**src/uar_pkg.sv**
```systemverilog
// package for the asynchronous serial receiver: register map, fields, types
package uar_pkg;

  localparam logic [3:0] ADDR_DATA    = 4'h0;
  localparam logic [3:0] ADDR_STATUS  = 4'h4;
  localparam logic [3:0] ADDR_CTRL_B  = 4'h8;
  localparam logic [3:0] ADDR_CTRL_C  = 4'hc;
  localparam logic [3:0] ADDR_BAUD    = 4'h0 + 4'h0 + 4'h0 + 4'h0;

  // status register bit positions
  localparam int ST_RXC  = 7;
  localparam int ST_FE   = 4;
  localparam int ST_DOR  = 3;
  localparam int ST_UPE  = 2;
  localparam int ST_U2X  = 1;
  // control b bit positions
  localparam int CB_RXCIE = 7;
  localparam int CB_RXEN  = 4;
  localparam int CB_SZ2   = 2;
  localparam int CB_RXB8  = 1;
  // control c bit positions
  localparam int CC_UPM1  = 5;
  localparam int CC_UPM0  = 4;
  localparam int CC_USBS  = 3;
  localparam int CC_SZ1   = 2;
  localparam int CC_SZ0   = 1;

  localparam logic [7:0]  CTRL_B_RST  = 8'h00;
  localparam logic [7:0]  CTRL_C_RST  = 8'h06;
  localparam logic [11:0] BAUD_RST    = 12'h000;
  localparam logic [11:0] BAUD_DEF    = 12'h000;

  localparam logic [3:0] SAMP_NORM   = 4'hf;
  localparam logic [3:0] SAMP_DBL    = 4'h7;
  localparam logic [3:0] VOTE_NORM   = 4'h7;
  localparam logic [3:0] VOTE_DBL    = 4'h3;
  localparam int         FIFO_DEPTH  = 2;

  typedef enum logic [1:0] {
    UAR_IDLE,
    UAR_START,
    UAR_BITS
  } uar_state_e;

  typedef struct packed {
    logic [8:0] data;
    logic       fe;
    logic       dor;
    logic       upe;
  } uar_entry_s;

endpackage

```
**src/uar_receiver.sv**
```systemverilog
// asynchronous serial receiver with two-entry buffer and wishbone registers
//
// Local design decisions: the Wishbone slave port and the address map.
`timescale 1ns/100ps
`default_nettype none

// Function
// - complete flag mirrors buffer not empty
// - disabling receiver flushes the buffer
// - interrupt requested while flag and enable
// - error flags stored per buffer entry
// - writes to error flag bits ignored
// - error flags raise no interrupt
// - frame error from first stop bit
// - overrun on full buffer, held char, start
// - overrun cleared on successful transfer
// - parity error zero when checking off
// - parity enable bit, odd select bit
// - parity mismatch stored beside frame data
// - parity flag valid until data read
// - disable immediate, abandons reception, releases pin
// - sixteen or eight samples per bit
// - start vote samples 8-10 or 4-6
// - realign bit timing at every start
// - sample state counts per bit
// - two of three majority per bit
// - frame complete after first stop bit
// - next start right after stop vote
// - unused upper data bits read zero
// - ninth bit stored per entry
module uar_receiver #(
  parameter logic [11:0] BAUD_DIV = uar_pkg::BAUD_DEF
) (
  input  wire logic        clk_sys_i,
  input  wire logic        arst_n_i,
  input  wire logic        wb_cyc_i,
  input  wire logic        wb_stb_i,
  input  wire logic        wb_we_i,
  input  wire logic [3:0]  wb_adr_i,
  input  wire logic [3:0]  wb_sel_i,
  input  wire logic [31:0] wb_dat_i,
  output logic      [31:0] wb_dat_o,
  output logic             wb_ack_o,
  input  wire logic        rxd_i,
  input  wire logic        global_irq_en_i,
  output logic             rx_override_o,
  output logic             rx_irq_o
);
  import uar_pkg::*;

  logic             ack_reg;
  logic [31:0]      rdat_reg;
  logic [7:0]       ctrl_b_reg;
  logic [7:0]       ctrl_c_reg;
  logic             dbl_reg;
  logic [11:0]      pre_reg;
  logic             tick;
  logic             sync1_reg;
  logic             sync2_reg;
  uar_state_e       state_reg;
  logic [3:0]       samp_reg;
  logic [3:0]       bit_reg;
  logic [2:0]       vote_reg;
  logic [11:0]      shift_reg;
  logic             held_reg;
  uar_entry_s       held_entry_reg;
  logic             dor_pend_reg;
  uar_entry_s       fifo_reg [FIFO_DEPTH];
  logic [1:0]       count_reg;
  logic             rd_ptr_reg;
  logic             wr_ptr_reg;

  logic             wb_req;
  logic             rd_data;
  logic             receiver_enable;
  logic             parity_enable_bit;
  logic             parity_odd_select;
  logic [3:0]       nbits;
  logic [3:0]       last_samp;
  logic             vote_bit;
  logic             vote_point;
  logic             start_ok;
  logic             frame_done;
  logic             push;
  logic             wr_ctrl;
  logic             rx_complete_flag;
  uar_entry_s       head;
  uar_entry_s       new_entry;

  function automatic logic majority(input logic [2:0] s);
    majority = (s[0] & s[1]) | (s[0] & s[2]) | (s[1] & s[2]);
  endfunction

  // data bit count from size field: 5..9
  function automatic logic [3:0] char_bits(input logic sz2, input logic [1:0] sz);
    char_bits = sz2 ? 4'h9 : (4'h5 + {2'b00, sz});
  endfunction

  assign receiver_enable   = ctrl_b_reg[CB_RXEN];
  assign parity_enable_bit = ctrl_c_reg[CC_UPM1];
  assign parity_odd_select = ctrl_c_reg[CC_UPM0];
  assign nbits = char_bits(ctrl_b_reg[CB_SZ2], {ctrl_c_reg[CC_SZ1], ctrl_c_reg[CC_SZ0]});
  // sample states per bit by speed
  assign last_samp = dbl_reg ? SAMP_DBL : SAMP_NORM;
  assign wb_req   = wb_cyc_i & wb_stb_i & ~ack_reg;
  assign rd_data  = wb_req & ~wb_we_i & (wb_adr_i == ADDR_DATA);
  assign wb_ack_o = ack_reg;
  assign wb_dat_o = rdat_reg;
  assign rx_override_o = receiver_enable;
  assign head = fifo_reg[rd_ptr_reg];
  // flag follows occupancy, drops with the enable
  // gating keeps the request from outliving the enable by the flush cycle
  assign rx_complete_flag = (count_reg != 2'd0) && receiver_enable;
  // only complete flag drives the interrupt
  assign rx_irq_o = rx_complete_flag & ctrl_b_reg[CB_RXCIE] & global_irq_en_i;

  // two-stage synchroniser
  // reset to idle high so no false falling edge follows reset
  always_ff @(posedge clk_sys_i or negedge arst_n_i) begin
    if (!arst_n_i) begin
      sync1_reg <= 1'b1;
      sync2_reg <= 1'b1;
    end else begin
      sync1_reg <= rxd_i;
      sync2_reg <= sync1_reg;
    end
  end

  // sample tick prescaler; divider value plus one clocks per sample
  assign tick = (pre_reg == 12'h000);
  always_ff @(posedge clk_sys_i or negedge arst_n_i) begin
    if (!arst_n_i) begin
      pre_reg <= 12'h000;
    end else if (tick) begin
      // divider fixed at build time; no software baud register
      pre_reg <= BAUD_DIV;
    end else begin
      pre_reg <= pre_reg - 12'h001;
    end
  end

  // sample history for the centre vote
  always_ff @(posedge clk_sys_i or negedge arst_n_i) begin
    if (!arst_n_i) begin
      vote_reg <= 3'b111;
    end else if (receiver_enable && tick) begin
      vote_reg <= {vote_reg[1:0], sync2_reg};
    end
  end

  // centre three samples voted
  // vote_reg[1:0] hold the two samples just before the current one
  assign vote_bit   = majority({vote_reg[1:0], sync2_reg});
  assign vote_point = (samp_reg == (last_samp >> 1) + 4'h2);
  // start accepted when the centre vote is low
  assign start_ok   = tick && (state_reg == UAR_START) && vote_point && !vote_bit;
  // stop bit sits after data and optional parity
  assign frame_done = tick && (state_reg == UAR_BITS) && vote_point
                      && (bit_reg == nbits + {3'b000, parity_enable_bit} + 4'h1);

  always_comb begin
    logic [8:0] d;
    logic       par;
    d = 9'h000;
    par = 1'b0;
    for (int i = 0; i < 9; i++) begin
      if (i < int'(nbits)) begin
        d[i] = shift_reg[i + 1];
        par  = par ^ shift_reg[i + 1];
      end
    end
    new_entry.data = d;
    new_entry.fe   = ~vote_bit;
    new_entry.dor  = 1'b0;
    new_entry.upe  = parity_enable_bit &
                     ((par ^ parity_odd_select) != shift_reg[nbits + 4'h1]);
  end

  // receiver state machine
  always_ff @(posedge clk_sys_i or negedge arst_n_i) begin
    if (!arst_n_i) begin
      state_reg <= UAR_IDLE;
      samp_reg  <= 4'h0;
      bit_reg   <= 4'h0;
      shift_reg <= 12'h000;
    end else if (!receiver_enable) begin
      state_reg <= UAR_IDLE;
    end else if (tick) begin
      case (state_reg)
        UAR_IDLE: begin
          if (!sync2_reg) begin
            // timing realigned at first low sample
            state_reg <= UAR_START;
            samp_reg  <= 4'h1;
          end
        end
        UAR_START: begin
          samp_reg <= samp_reg + 4'h1;
          if (samp_reg == (last_samp >> 1) + 4'h2) begin
            if (vote_bit) begin
              state_reg <= UAR_IDLE;
            end else begin
              state_reg <= UAR_BITS;
              bit_reg   <= 4'h1;
            end
          end
        end
        UAR_BITS: begin
          samp_reg <= (samp_reg == last_samp) ? 4'h0 : samp_reg + 4'h1;
          if (samp_reg == (last_samp >> 1) + 4'h2) begin
            shift_reg[bit_reg] <= vote_bit;
            // done at stop vote, hunt next edge
            if (frame_done) begin
              state_reg <= UAR_IDLE;
            end else begin
              bit_reg <= bit_reg + 4'h1;
            end
          end
        end
        default: begin
          state_reg <= UAR_IDLE;
        end
      endcase
    end
  end

  // shift register holding stage and overrun detection
  // a frame finishing while the char still waits overwrites it
  assign push = held_reg && (count_reg != 2'd2);
  always_ff @(posedge clk_sys_i or negedge arst_n_i) begin
    if (!arst_n_i) begin
      held_reg       <= 1'b0;
      held_entry_reg <= '0;
      dor_pend_reg   <= 1'b0;
    end else if (!receiver_enable) begin
      held_reg     <= 1'b0;
      dor_pend_reg <= 1'b0;
    end else begin
      // full buffer, waiting char, accepted start
      // a rejected spike is no start bit, so it cannot flag a loss
      if (held_reg && !push && start_ok) begin
        dor_pend_reg <= 1'b1;
      end else if (push) begin
        dor_pend_reg <= 1'b0;
      end
      if (frame_done) begin
        held_reg       <= 1'b1;
        held_entry_reg <= new_entry;
      end else if (push) begin
        held_reg <= 1'b0;
      end
    end
  end

  // two-entry buffer
  always_ff @(posedge clk_sys_i or negedge arst_n_i) begin
    if (!arst_n_i) begin
      count_reg  <= 2'd0;
      rd_ptr_reg <= 1'b0;
      wr_ptr_reg <= 1'b0;
      fifo_reg[0] <= '0;
      fifo_reg[1] <= '0;
    end else if (!receiver_enable) begin
      count_reg  <= 2'd0;
      rd_ptr_reg <= 1'b0;
      wr_ptr_reg <= 1'b0;
    end else begin
      if (push) begin
        fifo_reg[wr_ptr_reg]     <= held_entry_reg;
        fifo_reg[wr_ptr_reg].dor <= dor_pend_reg;
        wr_ptr_reg <= ~wr_ptr_reg;
      end
      if (rd_data && rx_complete_flag) begin
        rd_ptr_reg <= ~rd_ptr_reg;
      end
      count_reg <= count_reg + {1'b0, push} - {1'b0, rd_data && rx_complete_flag};
    end
  end

  // wishbone slave: ack one cycle after the request is taken
  always_ff @(posedge clk_sys_i or negedge arst_n_i) begin
    if (!arst_n_i) begin
      ack_reg <= 1'b0;
    end else begin
      ack_reg <= wb_req;
    end
  end

  // control registers; only byte lane 0 carries bits
  assign wr_ctrl = wb_req && wb_we_i && wb_sel_i[0];
  always_ff @(posedge clk_sys_i or negedge arst_n_i) begin
    if (!arst_n_i) begin
      ctrl_b_reg <= CTRL_B_RST;
      ctrl_c_reg <= CTRL_C_RST;
      dbl_reg    <= 1'b0;
    end else if (wr_ctrl) begin
      case (wb_adr_i)
        ADDR_STATUS: dbl_reg <= wb_dat_i[ST_U2X];
        ADDR_CTRL_B: ctrl_b_reg <= {wb_dat_i[7:2], 1'b0, wb_dat_i[0]};
        ADDR_CTRL_C: ctrl_c_reg <= wb_dat_i[7:0];
        default: begin
        end
      endcase
    end
  end

  // read data stands only in the ack cycle, zero otherwise
  always_ff @(posedge clk_sys_i or negedge arst_n_i) begin
    if (!arst_n_i) begin
      rdat_reg <= 32'h0000_0000;
    end else if (wb_req && !wb_we_i) begin
      case (wb_adr_i)
        ADDR_DATA:   rdat_reg <= {24'h000000, head.data[7:0] & {8{rx_complete_flag}}};
        ADDR_STATUS: rdat_reg <= {24'h000000, rx_complete_flag, 2'b00,
                                  head.fe & rx_complete_flag, head.dor & rx_complete_flag,
                                  head.upe & rx_complete_flag, dbl_reg, 1'b0};
        ADDR_CTRL_B: rdat_reg <= {24'h000000, ctrl_b_reg[7:2],
                                  head.data[8] & rx_complete_flag, ctrl_b_reg[0]};
        ADDR_CTRL_C: rdat_reg <= {24'h000000, ctrl_c_reg};
        default:     rdat_reg <= 32'h0000_0000;
      endcase
    end else begin
      rdat_reg <= 32'h0000_0000;
    end
  end

endmodule

`default_nettype wire

```
**config.mk**
```make
export PLATFORM = sky130hd
export DESIGN_NAME = uar_receiver
export DESIGN_NICKNAME = d
export VERILOG_FILES = /design/src/uar_pkg.sv /design/src/uar_receiver.sv
export SDC_FILE = /design/constraint.sdc
export NUM_CORES = 1
export LEC_CHECK = 0
export BUFFER_PORTS_ARGS = -buffer_cell sky130_fd_sc_hd__buf_2
export CAP_MARGIN = 15
export CORE_MARGIN = 2
export CORE_UTILIZATION = 40
export CTS_CLUSTER_DIAMETER = 30
export CTS_CLUSTER_SIZE = 28
export DETAILED_ROUTE_END_ITERATION = 12
export SLEW_MARGIN = 15
export SYNTH_ARGS = -nofsm -noshare
export SYNTH_HDL_FRONTEND = slang
export SYNTH_SLANG_ARGS = --single-unit
```
**constraint.sdc**
```tcl
create_clock -name clk_sys_i -period 4.6 [get_ports clk_sys_i]
set_input_delay 0.23 -clock clk_sys_i [delete_from_list [all_inputs] [get_ports clk_sys_i]]
set_output_delay 0.23 -clock clk_sys_i [all_outputs]
set_load 0.005 [all_outputs]
```
---- Word-level counts from Yosys, hierarchy flattened ----
Cells that the tools add are included.
operators by class
  multiplexer cells ....................... 62
  order comparisons ....................... 15
  equality and inequality tests ........... 24
  bitwise logic cells ..................... 33
  $add $sub $neg .......................... 10
  reduce and logical (&&, ||, !) cells .... 35
operator list
  cell                                                         count
  2-to-1 mux 12 bit                                            5
  bitwise mux 24 bit                                           2
  2-to-1 mux 32 bit                                            1
  2-to-1 mux 4 bit                                             8
  one-hot mux 8 bit (4 select lines)                           1
  2-to-1 mux 1 bit                                             28
  demux 12 bit (select 1 bit)                                  2
  2-to-1 mux 2 bit                                             9
  logical AND 1 bit                                            17
  adder 4 x 1 -> 4 bit (second input constant)                 4
  less-than comparator 3 x 4 -> 1 bit (first input constant)   4
  AND 1 bit                                                    14
  bitwise mux 12 bit                                           1
  equality test 4 bit                                          3
  logical NOT 12 bit                                           1
  != test 2 bit (second input constant)                        6
  != test 3 bit (second input constant)                        4
  one-hot mux 4 bit (3 select lines)                           1
  subtractor 12 x 1 -> 12 bit (second input constant)          1
  less-than comparator 4 x 5 -> 1 bit (second input constant)  2
  AND reduction 2 bit                                          5
  bitwise XOR 1 bit                                            9
  AND 8 bit                                                    1
  equality test 4 bit (second input constant)                  2
  32 further kinds                                             48
storage, ports and cells
  register bits ........................... 128
  logic and storage cells ................. 208
  bits of input ports ..................... 47
  output and inout bits ................... 35

---- Longest topological paths before layout ----
Gate-level depths: netlist of run 1.
  word-level depth ........................ 23
  mapped depth ............................ 12
  depth with buffers taken out ............ 11

---- Worst setup path after synthesis of run 1 ----
OpenSTA, ideal clock, no wires.
  path kind ............................... register -> register
  start point ............................. register ctrl_c_reg[1]
  end point ............................... register held_entry_reg[7] (netlist bit)
  stages on the path, launching flop included .. 11
  clock period less this slack ............ 2.687 ns
  path buffers ............................ 2
  data arrival time ....................... 2.562 ns
  data required time ...................... 4.475 ns
  setup time .............................. 0.125 ns
  slack ................................... 1.913 ns
  path through ............................ dfstp_2 -> nor2b_1 -> clkbuf_1 -> ha_1 -> inv_1 -> ha_1 -> xnor2_1 -> nand4_1 -> nor3_4 -> buf_6 -> mux2_2
between the ends
  cells in the longest elaborated chain, start to end .. 7
  elaborated cells between the ends (all ways) .. 9
  those cells by class .................... 3 x add/sub; 1 x order compare; 1 x eq/ne; 2 x mux; 2 x reduce/logical
ends and longest elaborated chain
  item                                  line                 RTL
  start, declared                       uar_receiver.sv:54   logic [7:0] ctrl_c_reg;
  start signal, assigned                uar_receiver.sv:300  ADDR_CTRL_C: ctrl_c_reg <= wb_dat_i[7:0];
  adder 3 x 2 -> 4 bit *                uar_receiver.sv:96   char_bits = sz2 ? 4'h9 : (4'h5 + {2'b00, sz});
  2-to-1 mux 4 bit *                    uar_receiver.sv:96
  adder 4 x 1 -> 4 bit (2 in series)    uar_receiver.sv:159  && (bit_reg == nbits + {3'b000, parity_enable_bit} + 4'h1);
  equality test 4 bit                   uar_receiver.sv:159
  logical AND 1 bit                     uar_receiver.sv:159
  AND reduction 2 bit (no source line)  n/a
  end signal, assigned                  uar_receiver.sv:248  held_entry_reg <= new_entry;
  end, declared                         uar_receiver.sv:66   uar_entry_s held_entry_reg;
Mark *: on every way between the ends. The rest lies on a longest branch, timed or not.
A chain may end at the register's enable or synchronous reset.

---- Worst setup path after layout of run 1 ----
  start point ............................. register ctrl_c_reg[1]
  end point ............................... register held_entry_reg[6] (netlist bit)
Same word-level chain as after synthesis.

==> reports/summary.txt, run 1 <==
total placed cells including tap cells: 679
average size of a mapped cell: 11.11 um2
largest net degree at the start of global routing: 74
top cell type's share of synthesized area: 0.4496
Hold WC Path Type: primary input to async pin
Vias: 3492
cts bufs inserted: 9
r2r startpoint: ctrl_c_reg[1]$_DFFE_PN1P_
Final Max Slew Viols: 0
reg2reg setup slack: 1.46 ns
R2R Path End: held_entry_reg[6]$_DFFE_PN0P_
RSZ-0062 raised after global routing: false
detailed-route wire length: 10350 um
status: finished, final reports clean
Top FF cell, synth: dfrtp_1
worst skew pair latency: 0.35 ns
VDD IR max: 167.4 uV
worst path required time: 4.84 ns
Total Nets Final: 580
clk sinks: 104
clock-pin slew on the worst setup and hold paths: 0.07 ns
Post-synth EDFFs: 0
fraction of layout cells with a size suffix above 1: 0.2558
synthesized instance count: 491
storage element area: 0.002610 mm2
Max Clock Skew: 0.01218 ns
H-tree depth: 3
TritonRoute pass-1 iters: 4
Lkg Pwr: 2.809 nW
Synth async-reset ratio: 1.000
# IOs: 82
CP endpoint kind: register
grt ovf: 0
Worst EP arrival: 3.38 ns
Synth Warn #: 0
core area: 0.01330 mm2
Max Clk Rate: 0.3185 GHz
post-synth top area cell: dfrtp_1
crit path kind: register to register
GPL Wtd Cong: 0.7435
Via-to-Cell Ratio: 5.017
Power Density: 313.0 mW/mm2
number of synthesized register bits: 104
Root Driver: clkbuf_16
Critical Path Source Type: register
cell row count: 42
Tot GR Track Use: 0.1540
Fin Setup TNS: 0 ns
FILL cells: 1221
Post-DRT Antenna Nets: 0
vias in the first global route: 3465
DRT iter0 DRCs: 146
die height: 120.8 um
global-route wire length before repair: 17460 um
Area Growth Syn to Fin: 9.039%
TritonCTS clock tree: yes
DR WL/cell: 14.87 um
dpl hpwl: 7541 um
Mapped Area: 0.005454 mm2
period utilization: 0.6826
Slew HR: 0.3890
synth top area cells: dfrtp_1 (45%), mux2_2 (13%), ha_1 (4.1%), nand2_1 (3.6%), mux2i_1 (3.3%)
Initial Utilization: 0.4102
# diodes: 0
R2R cell count: 8
CTS Buffer Depth: 2
max_cap viols: 0
# port buffers: 30
Final Setup Violations: 0
DRC: 0
Critical Path Fanout Max: 15
sequential fraction of the synthesis area: 0.4786
Final Hold Fails: 0
Least-Margin Pin Slew: 0.9165 ns
max reg flops: 24
post-layout min period: 3.140 ns
die area: 0.01459 mm2
initial antenna violation count: 0
Die W: 120.8 um
Tot Pwr: 1.861 mW
Netlist cell types: 56
Multi-input gate area: 0.002577 mm2
Finished Layout Cells: 696
power by group:
| part | internal, mW | total, mW | switching (mW) |
|---|---|---|---|
| Clock | 0.387 | 0.739 | 0.352 |
| Combinational | 0.0582 | 0.152 | 0.0943 |
| Sequential | 0.946 | 0.970 | 0.0232 |
| Total | 1.39 | 1.86 | 0.470 |
critical path, stage by stage (launching register included):
cell and delay, ns:
dfstp_2 0.59, nor2b_1 0.48, ha_1 0.26, inv_1 0.05, ha_1 0.28, xnor2_1 0.14, nand4_1 0.23, nor3_4 0.59
mux2_2 0.40
cell families after synthesis:
logic type      after synthesis  share of synthesized area
simple gates                143                     0.1395
flops                       104                     0.4785
mux                          85                     0.1776
buf+inv                      65                    0.06469
compound gates               52                    0.05804
xor+xnor                     22                    0.03785
fa+ha+maj                    19                    0.04313
other cells                   1                  0.0006876
cell usage after synthesis, drive strengths merged (6+ instances only):
cell type,number
nor3,8
xor2,7
nor2b,8
dfrtp,98
mux2,64
buf,29
nand3,9
clkbuf,13
mux2i,18
o21ai,22
xnor2,14
dfstp,6
a21oi,15
nand2,54
nor2,29
ha,18
inv,23
metrics by stage:
step | hold WS (ns) | util | setup WS (ns) | cell area (um2)
2_1_floorplan | -0.06559 | - | 1.913 | 5540
3_3_place_gp | 0.3403 | 0.4253 | 1.466 | 5654
3_5_place_dp | 0.3413 | 0.4253 | 1.412 | 5654
4_1_cts | 0.03910 | 0.4473 | 1.393 | 5947
5_1_grt | 0.08121 | 0.4473 | 1.167 | 5947
6_report | 0.009083 | 0.4473 | 1.460 | 5947
what timing repair did:
item                                   4_1_cts  5_1_grt
endpoints found under the hold margin        1        0
hold buffers                                 1        0
buffers inserted                             0        0
gates resized for setup                      0        0
setup endpoints to repair                    0        0
final cells by class:
cell class	instances	area share
well taps	176	0.03703
inverters	23	0.01452
clock buffers	11	0.04082
clock inverters	5	0.006733
flip-flops and latches	104	0.4389
repair buffers	32	0.02861
multi-input cells	345	0.4334
metal layers:
| metal | vias to the layer above | GRT usage | share of wire |
|---|---|---|---|
| li1 | 1694 | - | - |
| met1 | 1715 | 0.1967 | 0.47 |
| met5 | - | 0 | 0 |
| met4 | 0 | 0.03924 | 0.011 |
| met2 | 75 | 0.2560 | 0.48 |
| met3 | 8 | 0.04575 | 0.040 |
how the worst max path moves through the flow:
stage,slack (ns),to,start
5_1_grt,1.17,held_entry_reg[5]$_DFFE_PN0P_,ctrl_c_reg[1]$_DFFE_PN1P_
2_1_floorplan,1.91,held_entry_reg[7]$_DFFE_PN0P_,ctrl_c_reg[1]$_DFFE_PN1P_
3_3_place_gp,1.47,held_entry_reg[3]$_DFFE_PN0P_,ctrl_c_reg[1]$_DFFE_PN1P_
3_5_place_dp,1.41,held_entry_reg[6]$_DFFE_PN0P_,ctrl_c_reg[1]$_DFFE_PN1P_
4_1_cts,1.39,held_entry_reg[6]$_DFFE_PN0P_,ctrl_c_reg[1]$_DFFE_PN1P_
6_report,1.46,held_entry_reg[6]$_DFFE_PN0P_,ctrl_c_reg[1]$_DFFE_PN1P_
layout by cell type (no fill, tap or decap), drive strengths merged, types with 15 or more instances in the layout:
cell / n
a21oi: 15
buf: 31
conb: 24
dfrtp: 98
ha: 18
inv: 25
mux2: 64
mux2i: 18
nand2: 54
nor2: 29
o21ai: 22
Note: power is estimated with default switching activity, not from simulation.
==> inputs of run 2 (changes only) <==
clock period = 2.9 ns   (was 4.6 ns; I/O delays follow)
==> run 2 against run 1 <==
Effect of this change:
- combinational power is 66% higher
- setup slack got worse by 1.3 ns
- critical endpoint is now held_entry_reg[0]$_DFFE_PN0P_
- highest routed layer unchanged
- final cell count up 1.1%
- largest power group unchanged
- largest cell class unchanged
- clock skew shrank 0.0013 ns
- first-iteration DRC count rose by 1.4%
- register-to-register slack worse by 1.3 ns
- worst hold slack gained 0.019 ns
- clock power rose by 61%
- design area is 1.2% higher
- critical path depth increased by 1
- utilization rose by 0.52 points
==> reports/summary.txt, run 2 (synthesized netlist as in run 1, its figures left out) <==
post-route cell area: 0.006016 mm2
VDD IR max: 322.1 uV
post-layout min period: 2.717 ns
CP endpoint kind: register
Worst EP arrival: 2.99 ns
Die W: 120.8 um
# IOs: 82
Post-DRT Antenna Nets: 0
largest net degree at the start of global routing: 55
die height: 120.8 um
fraction of layout cells with a size suffix above 1: 0.2670
Max Clk Rate: 0.3680 GHz
CP top delay family: multiplexers
FILL cells: 1213
Slew HR: 0.4920
Total Nets Final: 588
Vias: 3473
DR WL/cell: 14.62 um
core area: 0.01330 mm2
DRC: 0
most common cell after layout, fill and taps aside: dfrtp_1
DR WL met3: 417 um
grt ovf: 0
clk sinks: 104
max reg flops: 24
Lkg Pwr: 2.857 nW
crit path kind: register to register
vias in the first global route: 3528
detailed-route wire length: 10290 um
Root Driver: clkbuf_16
TritonCTS clock tree: yes
Fin Setup TNS: 0 ns
Max stage delay on crit path: 0.58 ns
Power Density: 494.4 mW/mm2
commonest non-fill, non-tap cells in the layout: dfrtp_1 (98), mux2_2 (64), nand2_1 (53), nor2_1 (29), buf_2 (29)
Critical Path Source Type: register
Tot GR Track Use: 0.1573
TritonRoute pass-1 iters: 4
Critical Path, Cell by Cell: ha_1 > nor2b_1 > inv_1 > ha_1 > mux4_2 > mux2i_1 > mux2i_1 > xor2_1 > o31ai_2
dpl hpwl: 7514 um
critical path buffer and inverter count: 1
cts bufs inserted: 9
Final Hold Fails: 0
Max Clock Skew: 0.01088 ns
H-tree depth: 3
Via-to-Cell Ratio: 4.933
# port buffers: 30
die area: 0.01459 mm2
met1 wire length: 4803 um
period utilization: 0.9369
GPL Wtd Cong: 0.7758
RSZ-0062 raised after global routing: false
Clock power frac: 0.400
worst path required time: 3.17 ns
Logic pwr share: 0.085
DRT iter0 DRCs: 148
Int Pwr: 2.216 mW
Least-Margin Pin Slew: 0.7598 ns
Initial Utilization: 0.4102
Final Max Slew Viols: 0
worst skew pair latency: 0.36 ns
CTS Buffer Depth: 2
Post-CTS Resized: 0
Sw Ratio: 0.2547
DR top layer: met4
Final Setup Violations: 0
WL met2: 4954 um
Area Growth Syn to Fin: 10.30%
initial antenna violation count: 0
slowest stage cell, crit path: dfstp_2
clock-pin slew on the worst setup and hold paths: 0.08 ns
max_cap viols: 0
Tot Pwr: 2.974 mW
status: finished, final reports clean
global-route wire length before repair: 17720 um
DP Area: 0.005707 mm2
Hold WC Path Type: primary input to register
Switch Pwr: 0.7575 mW
sequential power share: 0.515
Hold WS: 0.02788 ns
# diodes: 0
cell row count: 42
Critical Path Fanout Max: 5
-- run 2: cell count changes in the layout (fill, tap and decap cells not counted) --
cell / previous run / this run
inv_6: 1 / 2
buf_4: 2 / 9
clkinv_4: 0 / 1
clkinvlp_4: 2 / 1
clkbuf_1: 1 / 0
dlygate4sd3_1: 1 / 2
-- run 2: cell type report --
class / count / area, um2 / share of cell area
Clock buffer: 10 / 239.0 / 0.03973
Clock inverter: 6 / 50.05 / 0.008319
Inverter: 23 / 86.33 / 0.01435
Multi-Input combinational cell: 345 / 2577 / 0.4285
Sequential cell: 104 / 2610 / 0.4339
Tap cell: 176 / 220.2 / 0.03661
Timing Repair Buffer: 40 / 232.7 / 0.03869
-- run 2: power by group through the flow --
stage	Combinational, mW	Sequential [mW]	Clock, mW
3_3_place_gp	0.249	1.56	0
2_1_floorplan	0.191	1.55	0
3_5_place_dp	0.255	1.56	0
6_report	0.252	1.53	1.19
4_1_cts	0.259	1.53	1.23
5_1_grt	0.289	1.54	1.29
-- run 2: metal layers --
metal | GRT usage | up-vias
met5 | 0 | -
met4 | 0.05233 | 0
met3 | 0.03868 | 8
met2 | 0.2641 | 65
met1 | 0.1988 | 1700
li1 | - | 1700
-- run 2: worst reg2reg max path, stage by stage, from the launching register on --
cell and delay (ns):
dfstp_2 0.58, ha_1 0.22, nor2b_1 0.26, inv_1 0.07, ha_1 0.36, mux4_2 0.53
mux2i_1 0.14, mux2i_1 0.12, xor2_1 0.18, o31ai_2 0.17
-- run 2: repair_timing --
item,in CTS,in global routing
buffers inserted,0,0
hold buffers,2,0
endpoints found under the hold margin,53,0
-- run 2: path summary, 6_finish.rpt --
| check | start | endpoint | slack, ns | cells past startpoint |
|---|---|---|---|---|
| hold / removal | wb_dat_i[6] | ctrl_b_reg[6]$_DFFE_PN0P_ | 0.03 | 2 |
| max in group asynchronous | arst_n_i | ctrl_c_reg[1]$_DFFE_PN1P_ | 1.60 | 3 |
| setup reg to reg | ctrl_c_reg[1]$_DFFE_PN1P_ | held_entry_reg[0]$_DFFE_PN0P_ | 0.18 | 9 |
| min in group asynchronous | arst_n_i | ctrl_c_reg[3]$_DFFE_PN0P_ | 0.40 | 2 |
| setup / recovery | ctrl_c_reg[1]$_DFFE_PN1P_ | held_entry_reg[0]$_DFFE_PN0P_ | 0.18 | 9 |
| hold reg to reg | sync1_reg$_DFF_PN1_ | sync2_reg$_DFF_PN1_ | 0.36 | 0 |
-- run 2: through the flow --
step / setup WS [ns] / instances / utilization
global route: 0.02906 / 704 / 0.4525
detailed placement: 0.1827 / 686 / 0.4292
global placement: 0.2297 / 686 / 0.4292
finish: 0.1829 / 704 / 0.4525
CTS: 0.1453 / 704 / 0.4525
floorplan: 0.2131 / 514 / -
